## config.mk

```make
export PLATFORM = sky130hd
export DESIGN_NAME = waveform_sequence_slots
export DESIGN_NICKNAME = d
export VERILOG_FILES = /design/src/verilog/seq_slot_pkg.sv /design/src/verilog/seq_slot_mem.sv /design/src/verilog/waveform_sequence_slots.sv
export SDC_FILE = /design/constraint.sdc
export NUM_CORES = 1
export LEC_CHECK = 0
export BUFFER_PORTS_ARGS = -buffer_cell sky130_fd_sc_hd__clkbuf_2
export CORE_MARGIN = 4
export CORE_UTILIZATION = 60
export DETAILED_ROUTE_END_ITERATION = 10
export GPL_TIMING_DRIVEN = 1
export PLACE_DENSITY = 0.79
export SETUP_SLACK_MARGIN = 0.05
export SLEW_MARGIN = 5
export SYNTH_ARGS = -nofsm -noshare
export SYNTH_HDL_FRONTEND = slang
export SYNTH_SLANG_ARGS = --single-unit
export TNS_END_PERCENT = 1
```

## constraint.sdc

```tcl
create_clock -name ref_clk -period 7.08 [get_ports ref_clk]
set_input_delay 1.416 -clock ref_clk [delete_from_list [all_inputs] [get_ports ref_clk]]
set_output_delay 1.416 -clock ref_clk [all_outputs]
set_load 0.02 [all_outputs]
```

## src/verilog/seq_slot_pkg.sv

```systemverilog
// Behaviour
// - wait bit set: slot value is idle time
// - idle lasts ten ms per count step
// - wait bit clear: slot value is waveform
// - low seven bits index the waveform library
// - go command starts playback at first slot
// - finished waveform advances to next slot
// - stop at zero entry or after eighth
`default_nettype none
package seq_slot_pkg;
  // ==========================================================
  // register map
  localparam logic [7:0] SLOT_FIRST_ADDR = 8'h0f;
  localparam logic [7:0] SLOT_LAST_ADDR  = 8'h16;
  localparam logic [7:0] SLOT_TWO_ADDR   = 8'h10;
  localparam logic [7:0] SLOT_THREE_ADDR = 8'h11;
  localparam int         SLOT_COUNT      = 8;
  localparam int         SLOT_WIDTH      = 8;
  localparam int         SLOT_AW         = 3;
  localparam logic [7:0] UNMAPPED_DATA   = 8'h00;
  // ==========================================================
  // slot fields
  localparam int         WAIT_BIT        = 7;
  localparam int         VALUE_MSB       = 6;
  localparam logic [7:0] STOP_ENTRY      = 8'h00;
  localparam logic [6:0] ZERO_VALUE      = 7'h00;
  localparam logic [2:0] LAST_SLOT_IDX   = 3'h7;
  localparam logic [2:0] FIRST_SLOT_IDX  = 3'h0;
  // slot one resets to waveform 1, all others to zero
  localparam logic [63:0] SLOT_RESET_IMAGE = 64'h0000_0000_0000_0001;
  // ==========================================================
  // timing
  localparam int CLK_KHZ        = 250_000;
  localparam int DELAY_STEP_MS  = 10;
  localparam int STEP_CYCLES    = DELAY_STEP_MS * CLK_KHZ;
  // ==========================================================
  // sequencer states
  typedef enum logic [2:0] {
    ST_IDLE   = 3'b000,
    ST_FETCH  = 3'b001,
    ST_DECIDE = 3'b010,
    ST_PLAY   = 3'b011,
    ST_WAIT   = 3'b100
  } seq_state_e;
endpackage
`default_nettype wire

```

## src/verilog/seq_slot_mem.sv

```systemverilog
`default_nettype none
module seq_slot_mem #(
  parameter int                     WIDTH = 8,
  parameter int                     DEPTH = 8,
  parameter int                     AW    = 3,
  parameter logic [DEPTH*WIDTH-1:0] RESET_IMAGE = '0
) (
  input  wire logic             ref_clk,
  input  wire logic             reset,
  input  wire logic             wr_en,
  input  wire logic [AW-1:0]    wr_addr,
  input  wire logic [WIDTH-1:0] wr_data,
  input  wire logic [AW-1:0]    rd_a_addr,
  output logic      [WIDTH-1:0] rd_a_data,
  input  wire logic [AW-1:0]    rd_b_addr,
  output logic      [WIDTH-1:0] rd_b_data
);
  // ==========================================================
  // storage
  logic [WIDTH-1:0] mem_q [DEPTH];
  logic [WIDTH-1:0] mem_d [DEPTH];

  // write port: one word per cycle
  always_comb begin
    for (int i = 0; i < DEPTH; i++) begin
      mem_d[i] = mem_q[i];
    end
    if (wr_en) begin
      mem_d[wr_addr] = wr_data;
    end
  end

  // reset image is a constant, so the async load stays legal
  always_ff @(posedge ref_clk or posedge reset) begin
    if (reset) begin
      for (int i = 0; i < DEPTH; i++) begin
        mem_q[i] <= RESET_IMAGE[i*WIDTH +: WIDTH];
      end
    end else begin
      for (int i = 0; i < DEPTH; i++) begin
        mem_q[i] <= mem_d[i];
      end
    end
  end

  // two registered read ports: bus side and sequencer side
  always_ff @(posedge ref_clk or posedge reset) begin
    if (reset) begin
      rd_a_data <= '0;
      rd_b_data <= '0;
    end else begin
      rd_a_data <= mem_q[rd_a_addr];
      rd_b_data <= mem_q[rd_b_addr];
    end
  end
endmodule
`default_nettype wire

```

## src/verilog/waveform_sequence_slots.sv

```systemverilog
`default_nettype none
module waveform_sequence_slots #(
  parameter int STEP_CYCLES = seq_slot_pkg::STEP_CYCLES
) (
  input  wire logic       ref_clk,
  input  wire logic       reset,
  input  wire logic [7:0] reg_addr,
  input  wire logic       reg_wr,
  input  wire logic [7:0] reg_wdata,
  input  wire logic       reg_rd,
  output logic      [7:0] reg_rdata,
  output logic            reg_rvalid,
  input  wire logic       go,
  input  wire logic       wave_done,
  output logic            wave_start,
  output logic      [6:0] wave_index,
  output logic            busy,
  output logic            idle_wait
);
  // ==========================================================
  // register port
  logic       slot_hit;
  logic [2:0] bus_slot;
  logic [7:0] bus_rdata;
  logic       rd_hit_q, rd_hit_d;
  logic       rvalid_q, rvalid_d;
  logic [2:0] idx_q, idx_d;
  logic [7:0] slot_data;

  function automatic logic in_slots(input logic [7:0] a);
    return a >= seq_slot_pkg::SLOT_FIRST_ADDR &&
           a <= seq_slot_pkg::SLOT_LAST_ADDR;
  endfunction

  // decode of the eight slot addresses
  assign slot_hit = in_slots(reg_addr);
  assign bus_slot = 3'(reg_addr - seq_slot_pkg::SLOT_FIRST_ADDR);

  seq_slot_mem #(
    .WIDTH       (seq_slot_pkg::SLOT_WIDTH),
    .DEPTH       (seq_slot_pkg::SLOT_COUNT),
    .AW          (seq_slot_pkg::SLOT_AW),
    .RESET_IMAGE (seq_slot_pkg::SLOT_RESET_IMAGE)
  ) u_mem (
    .ref_clk   (ref_clk),
    .reset     (reset),
    .wr_en     (reg_wr && slot_hit),
    .wr_addr   (bus_slot),
    .wr_data   (reg_wdata),
    .rd_a_addr (bus_slot),
    .rd_a_data (bus_rdata),
    .rd_b_addr (idx_q),
    .rd_b_data (slot_data)
  );

  // read answer one cycle after the strobe; unmapped reads zero
  always_comb begin
    rd_hit_d = reg_rd && slot_hit;
    rvalid_d = reg_rd;
  end

  always_ff @(posedge ref_clk or posedge reset) begin
    if (reset) begin
      rd_hit_q <= 1'b0;
      rvalid_q <= 1'b0;
    end else begin
      rd_hit_q <= rd_hit_d;
      rvalid_q <= rvalid_d;
    end
  end

  assign reg_rdata  = rd_hit_q ? bus_rdata : seq_slot_pkg::UNMAPPED_DATA;
  assign reg_rvalid = rvalid_q;

  // ==========================================================
  // sequencer
  seq_slot_pkg::seq_state_e state_q, state_d;
  logic [6:0]  steps_q, steps_d;
  logic [31:0] div_q, div_d;
  logic        start_q, start_d;
  logic [6:0]  index_q, index_d;
  logic        tick;
  logic        is_wait;
  logic [6:0]  value;

  assign is_wait = slot_data[seq_slot_pkg::WAIT_BIT];
  assign value   = slot_data[seq_slot_pkg::VALUE_MSB:0];
  // step tick only counts inside a wait, so every step is a full one
  assign tick    = (state_q == seq_slot_pkg::ST_WAIT) &&
                   (div_q == 32'(STEP_CYCLES - 1));

  // next state: fetch, decide, then play or idle, then advance
  always_comb begin
    state_d = state_q;
    idx_d   = idx_q;
    steps_d = steps_q;
    div_d   = div_q;
    start_d = 1'b0;
    index_d = index_q;
    unique case (state_q)
      seq_slot_pkg::ST_IDLE: begin
        if (go) begin
          idx_d   = seq_slot_pkg::FIRST_SLOT_IDX;
          state_d = seq_slot_pkg::ST_FETCH;
        end
      end
      seq_slot_pkg::ST_FETCH: begin
        state_d = seq_slot_pkg::ST_DECIDE; // memory read latency
      end
      seq_slot_pkg::ST_DECIDE: begin
        if (slot_data == seq_slot_pkg::STOP_ENTRY) begin
          state_d = seq_slot_pkg::ST_IDLE;
        end else if (is_wait) begin
          steps_d = value;
          div_d   = '0;
          if (value == seq_slot_pkg::ZERO_VALUE) begin
            state_d = seq_slot_pkg::ST_PLAY; // zero delay: skip at once
          end else begin
            state_d = seq_slot_pkg::ST_WAIT;
          end
        end else begin
          start_d = 1'b1;
          index_d = value;
          state_d = seq_slot_pkg::ST_PLAY;
        end
      end
      seq_slot_pkg::ST_PLAY: begin
        // a zero-length wait passes here without a waveform
        if (wave_done || (is_wait && steps_q == seq_slot_pkg::ZERO_VALUE))
        begin
          if (idx_q == seq_slot_pkg::LAST_SLOT_IDX) begin
            state_d = seq_slot_pkg::ST_IDLE;
          end else begin
            idx_d   = 3'(idx_q + 3'h1);
            state_d = seq_slot_pkg::ST_FETCH;
          end
        end
      end
      seq_slot_pkg::ST_WAIT: begin
        div_d = tick ? '0 : 32'(div_q + 32'h1);
        if (tick) begin
          steps_d = 7'(steps_q - 7'h1);
          if (steps_q == 7'h01) begin
            if (idx_q == seq_slot_pkg::LAST_SLOT_IDX) begin
              state_d = seq_slot_pkg::ST_IDLE;
            end else begin
              idx_d   = 3'(idx_q + 3'h1);
              state_d = seq_slot_pkg::ST_FETCH;
            end
          end
        end
      end
      default: state_d = seq_slot_pkg::ST_IDLE;
    endcase
  end

  always_ff @(posedge ref_clk or posedge reset) begin
    if (reset) begin
      state_q <= seq_slot_pkg::ST_IDLE;
      idx_q   <= '0;
      steps_q <= '0;
      div_q   <= '0;
      start_q <= 1'b0;
      index_q <= '0;
    end else begin
      state_q <= state_d;
      idx_q   <= idx_d;
      steps_q <= steps_d;
      div_q   <= div_d;
      start_q <= start_d;
      index_q <= index_d;
    end
  end

  assign wave_start = start_q;
  assign wave_index = index_q;
  assign busy       = (state_q != seq_slot_pkg::ST_IDLE);
  assign idle_wait  = (state_q == seq_slot_pkg::ST_WAIT);

  int unsigned wait_cyc_q;
  int unsigned wait_len_q;
  always_ff @(posedge ref_clk or posedge reset) begin
    if (reset) begin
      wait_cyc_q <= 0;
      wait_len_q <= 0;
    end else begin
      if (state_q == seq_slot_pkg::ST_DECIDE) begin
        wait_cyc_q <= 0;
        wait_len_q <= 32'(value);
      end else if (state_q == seq_slot_pkg::ST_WAIT) begin
        wait_cyc_q <= wait_cyc_q + 1;
      end
    end
  end
endmodule
`default_nettype wire

```

* Word-level counts from Yosys, hierarchy flattened
Index checks and enable logic that the tools add are counted.
** Cells by class
- Add/sub/neg operators :: 4
- Order comparisons :: 5
- Equal/unequal tests :: 13
- Multiplexer cells :: 36
- Bitwise gates (word level) :: 4
- Reductions and logical operators :: 19
** Operators with widths (count)
- 32-bit two-way mux :: 3
- 64-bit bitwise mux :: 1
- 32-bit one-hot mux with 2 select lines :: 1
- 8-bit binary-select mux with 3-bit select :: 2
- 8-bit two-way mux :: 6
- 3-bit two-way mux :: 12
- 32-bit by 1-bit adder with 32-bit output (second input constant) :: 1
- 32-bit by 22-bit equality test with 1-bit output (second input constant) :: 1
- 8-bit demux with 3-bit select :: 1
- 7-bit two-way mux :: 3
- 3-bit one-hot mux with 5 select lines :: 1
- 7-bit logical NOT :: 2
- 7-bit one-hot mux with 2 select lines :: 1
- 3-bit one-hot mux with 3 select lines :: 1
- 4-bit >= comparator (second input constant) :: 2
- 8-bit by 4-bit >= comparator with 1-bit output (second input constant) :: 1
- 8-bit by 5-bit less-or-equal comparator with 1-bit output (second input constant) :: 1
- 8-bit logical NOT :: 1
- 3-bit NOT with 4-bit output :: 2
- 4-bit AND reduction :: 2
- 7-bit by 1-bit equality test with 1-bit output (second input constant) :: 1
- 7-bit by 1-bit subtractor with 7-bit output (second input constant) :: 1
- 3-bit by 2-bit equality test with 1-bit output (second input constant) :: 2
- 3-bit equality test (second input constant) :: 2
- other kinds (15) :: 30
** Word-level totals
- Bits in registers :: 135
- Input bits :: 22
- Output and inout bits :: 19
- Word-level logic and storage cells :: 99

* Longest topological paths before layout
- Word-level depth :: 7
- Mapped depth :: 9
- Depth with buffers taken out :: 7

* By module
A second synthesis with hierarchy kept.
** Unflattened totals
- Cell total of the unflattened synthesis :: 550
- Area total of the unflattened synthesis :: 7130.6 um^2
** Modules (own cells, without submodules)
- seq_slot_mem :: instances 1, cells each 218, area each 3930.0 um^2, seq. area each 2003.2 um^2
- waveform_sequence_slots :: instances 1, cells each 332, area each 3200.6 um^2, seq. area each 1376.3 um^2

* Worst setup path before layout
OpenSTA, ideal clock, no wires.
- Path kind :: in2reg
- Start point :: input reg_addr[0]
- End point :: register u_mem.mem_q[32] (netlist name)
- Setup time :: 0.125 ns
- Arrival :: 3.268 ns
- Data required time :: 6.955 ns
- Setup slack :: 3.687 ns
- Stages on the path :: 9
- Path buffers :: 3
- Cells stage by stage :: buf_2 -> inv_1 -> ha_1 -> o21ai_1 -> a211o_1 -> buf_6 -> or4b_1 -> buf_4 -> mux2_4
** Between the ends
- Word-level cells in the longest chain between the ends :: 7
- Elaborated cells between the ends (all ways) :: 12
- Those cells by class :: add/sub: 1; order compare: 4; mux: 3; bitwise: 1; reduce/logical: 3
** Ends and longest elaborated chain
- start: declaration :: RTL line waveform_sequence_slots.sv:7 : input wire logic [7:0] reg_addr,
- 3-bit subtractor :: RTL line waveform_sequence_slots.sv:37 : assign bus_slot = 3'(reg_addr - seq_slot_pkg::SLOT_FIRST_ADDR);
- 3-bit NOT with 4-bit output (not written as such) :: RTL line seq_slot_mem.sv:29 : mem_d[wr_addr] = wr_data;
- 4-bit >= comparator (not written as such) / 4-bit by 1-bit < comparator with 1-bit output (equally long branches) :: RTL line seq_slot_mem.sv:29
- 1-bit logical AND (not written as such) :: RTL line seq_slot_mem.sv:29
- 8-bit two-way mux (not written as such) :: RTL line seq_slot_mem.sv:29
- 8-bit demux with 3-bit select :: RTL line seq_slot_mem.sv:29
- 64-bit bitwise mux :: RTL line seq_slot_mem.sv:29
- end signal: indexed assignment :: RTL line seq_slot_mem.sv:37 : mem_q[i] <= RESET_IMAGE[i*WIDTH +: WIDTH];
- end signal: indexed assignment :: RTL line seq_slot_mem.sv:41 : mem_q[i] <= mem_d[i];
- end: declaration :: RTL line seq_slot_mem.sv:20 : logic [WIDTH-1:0] mem_q [DEPTH];
Several ways; a longest one is shown, not always the timed one.
A chain may end at the register's enable or synchronous reset.

* Final worst setup path
- Start point :: input reg_addr[0]
- End point :: register u_mem.mem_q[55] (netlist name)
Same word-level chain as after synthesis.

==> flow_summary.yaml <==
die:
  core_area_um2: 11400
  die_h_um: 116
  io_pins: 41
  dieArea_um2: 13400
  die_w_um: 116
  rows: 39
  start_util: 0.612
worst_setup_path:
  criticalPathCategory: "input port to register"
  path_buf_inv: 4
  crit_fanout: 42
  crit_family: "simple AND/OR/NAND/NOR gates"
  worstPathRequired_ns: 7.38
  r2r_slack_ns: 3.96
  end_kind: "register"
  worstPathArrival_ns: 4.66
  crit_path_top_delay_cell: "nor2_1"
  max_stage_delay_ns: 0.82
  cp_cell_sequence: "clkbuf_2 > buf_4 > inv_1 > ha_1 > inv_1 > nor2_1 > nor4b_4 > mux2_2"
  worstSetupStartpointType: "input port"
  critical_path.most_common_cell: "inv_1"
clocking:
  clkLatencyLatePin_ns: 0.42
  cts_setup_buffers: 0
  cts_tree: "yes"
  h-tree-depth: 4
  path_clk_slew_ns: 0.06
  cts_root_buf: "clkbuf_16"
  cts.path.max_buffers: 2
  cts_resized: 0
  clkSinkCount: 135
  cts_made_buffers: 17
  holdBufCountCts: 0
final_layout:
  final_common_cell: "dfrtp_1"
  most-common-layout-cells: "dfrtp_1, mux2_2, nor2_1"
  antenna-diode-count: 0
  fin_nets: 644
  syn2layout_area_growth_pct: 12.9
  stdcell_count: 770
  drive_gt1_frac: 0.297
  final_util: 0.691
yosys:
  synth_enable_flop_cells: 0
  ys_warn_count: 0
  avgSynthCellArea_um2: 12.1
  synthTopCellsByArea: "dfrtp_1, mux2_2, mux4_2, xor2_1, mux2i_1"
  synthDistinctLibCells: 68
  synth.net_count: 608
  async_flop_share: 1.00
  yosysTopAreaCell: "dfrtp_1"
  ys_seq_area_frac: 0.483
  synth.ff_latch_count: 135
  synth_cells: 578
  ys.flop_type: "dfrtp_1"
  yosysTopAreaCellShare: 0.480
  syn_area_um2: 6990
outcome:
  outcome: "finished clean"
timing:
  hold_viol: 0
  clock-skew-final_ns: 0.00668
  drv_slew: 0
  max_slew_margin: 0.239
  post-route-min-period_ns: 4.36
  post-route-period-util: 0.616
  setup_viol: 0
  fmax_mhz: 229
  final.setup.tns_ns: 0
  tightest_slew_ns: 1.14
  holdWs_ns: 0.509
  rsz0062_at_grt: "no"
pwr:
  power.density_nw_per_um2: 270
  ir_drop_v: 0.000314
  totalPowerFinal_w: 0.00213
  power.leakage_nw: 3.73
job:
  drv_cap: 0
global_routing:
  grt_max_degree: 90
  grt.overflow.total: 0
  antenna_found_initial: 0
  grt_use_total: 0.253
  grt_pass1_vias: 5052
  grt_pass1_wl_mm: 25.9
drt:
  totalWireLength_mm: 15.7
  firstDrtPassIters: 6
  vias: 4938
  drc_errors: 0
  vias_per_cell: 6.41
  drt_iter0_drc: 381
  post_drt_wl_per_cell_um: 20.4
  postRouteAntennaNets: 0
min_path:
  hp-class: "register to register"
placed_design:
  finalWeightedCongestion: 0.909
  port-buffer-count: 40
  dp.cells: 738
  hpwl_mm: 10.3
==> worst paths after layout <==
check,start,endpoint,depth (start not counted)
worst max register to register,div_q[0],steps_q[1],6
worst min-delay path,wave_index[1],wave_index[1],1
worst min register to register,wave_index[1],wave_index[1],1
worst max-delay path,reg_addr[0],u_mem.mem_q[55],8
max in group asynchronous,reset,u_mem.mem_q[63],3
min in group asynchronous,reset,u_mem.mem_q[2],2
==> cell type report <==
cell class / instances / area (µm²)
fill: 801 / 3530
multi-input combinational: 405 / 3420
sequential: 135 / 3380
clock buffer: 21 / 470
timing repair buffer: 42 / 215
tap: 143 / 179
clock inverter: 11 / 171
inverter: 13 / 51.3
==> layer usage <==
layer  up-vias  part of all wire  track usage
li1       2221                 -            -
met1      2507              0.42        0.319
met2       176              0.51        0.419
met3        34             0.045       0.0632
met4         0             0.028        0.106
met5         -                 0            0
==> stage by stage <==
stage / setup WS, ns / cell area, µm²
6_report: 2.72 / 7890
5_1_grt: 2.47 / 7890
4_1_cts: 2.76 / 7890
3_5_place_dp: 2.38 / 7250
3_3_place_gp: 2.54 / 7250
2_1_floorplan: 2.05 / 6990
==> cells in the mapped netlist (2+ instances only) <==
master    count
dfrtp_1     134
mux2_2       71
nor2_1       49
xor2_1       28
nand3_1      25
nand4_1      21
mux2i_1      19
nand2_1      18
mux4_2       16
o21ai_0      14
inv_1        13
and2_1       12
and3_1       12
a21oi_1       9
buf_2         8
clkbuf_1      8
ha_1          8
mux2_4        8
a22oi_1       7
o22ai_1       6
a311oi_1      5
nor3_1        5
nor4_4        5
nor4b_1       5
a221oi_1      4
buf_6         4
nor4_1        4
buf_1         3
nand4b_1      3
nor2b_1       3
o31ai_1       3
or3_1         3
or4_1         3
xnor2_1       3
a211oi_1      2
nand2_2       2
nand3b_1      2
nor3b_1       2
o22a_1        2
==> power breakdown <==
part	internal [W]	switching (W)
sequential	0.000829	0.0000791
clock	0.000617	0.000324
combinational	0.000130	0.000153
total	0.00158	0.000556
==> flip-flops by register name, summed over array words and instances, names as in the netlist <==
register and cells:
reg_rvalid 1, u_mem.mem_q 64, rd_hit_q 1, wave_start 1, div_q 32, wave_index 7, u_mem.rd_b_data 8, idx_q 3
steps_q 7, state_q 3, u_mem.rd_a_data 8
==> worst reg2reg max path, delay by kind of cell, from the launching register on <==
| family | cells | cell delay (ns) |
|---|---|---|
| fa+ha+maj | 1 | 0.33 |
| simple gates | 4 | 1.96 |
| flops | 1 | 0.44 |
| compound gates | 1 | 0.21 |
==> logic make-up after synthesis <==
logic type	Yosys count	synth area share
DFF	135	0.483
xor gates and xnor gates	32	0.0412
and+or+nand+nor	187	0.161
muxes	114	0.210
adders and majority gates	8	0.0143
buffers and inverters	38	0.0268
AOI/OAI and AO/OA	64	0.0630
(Power assumes the default switching activity.)
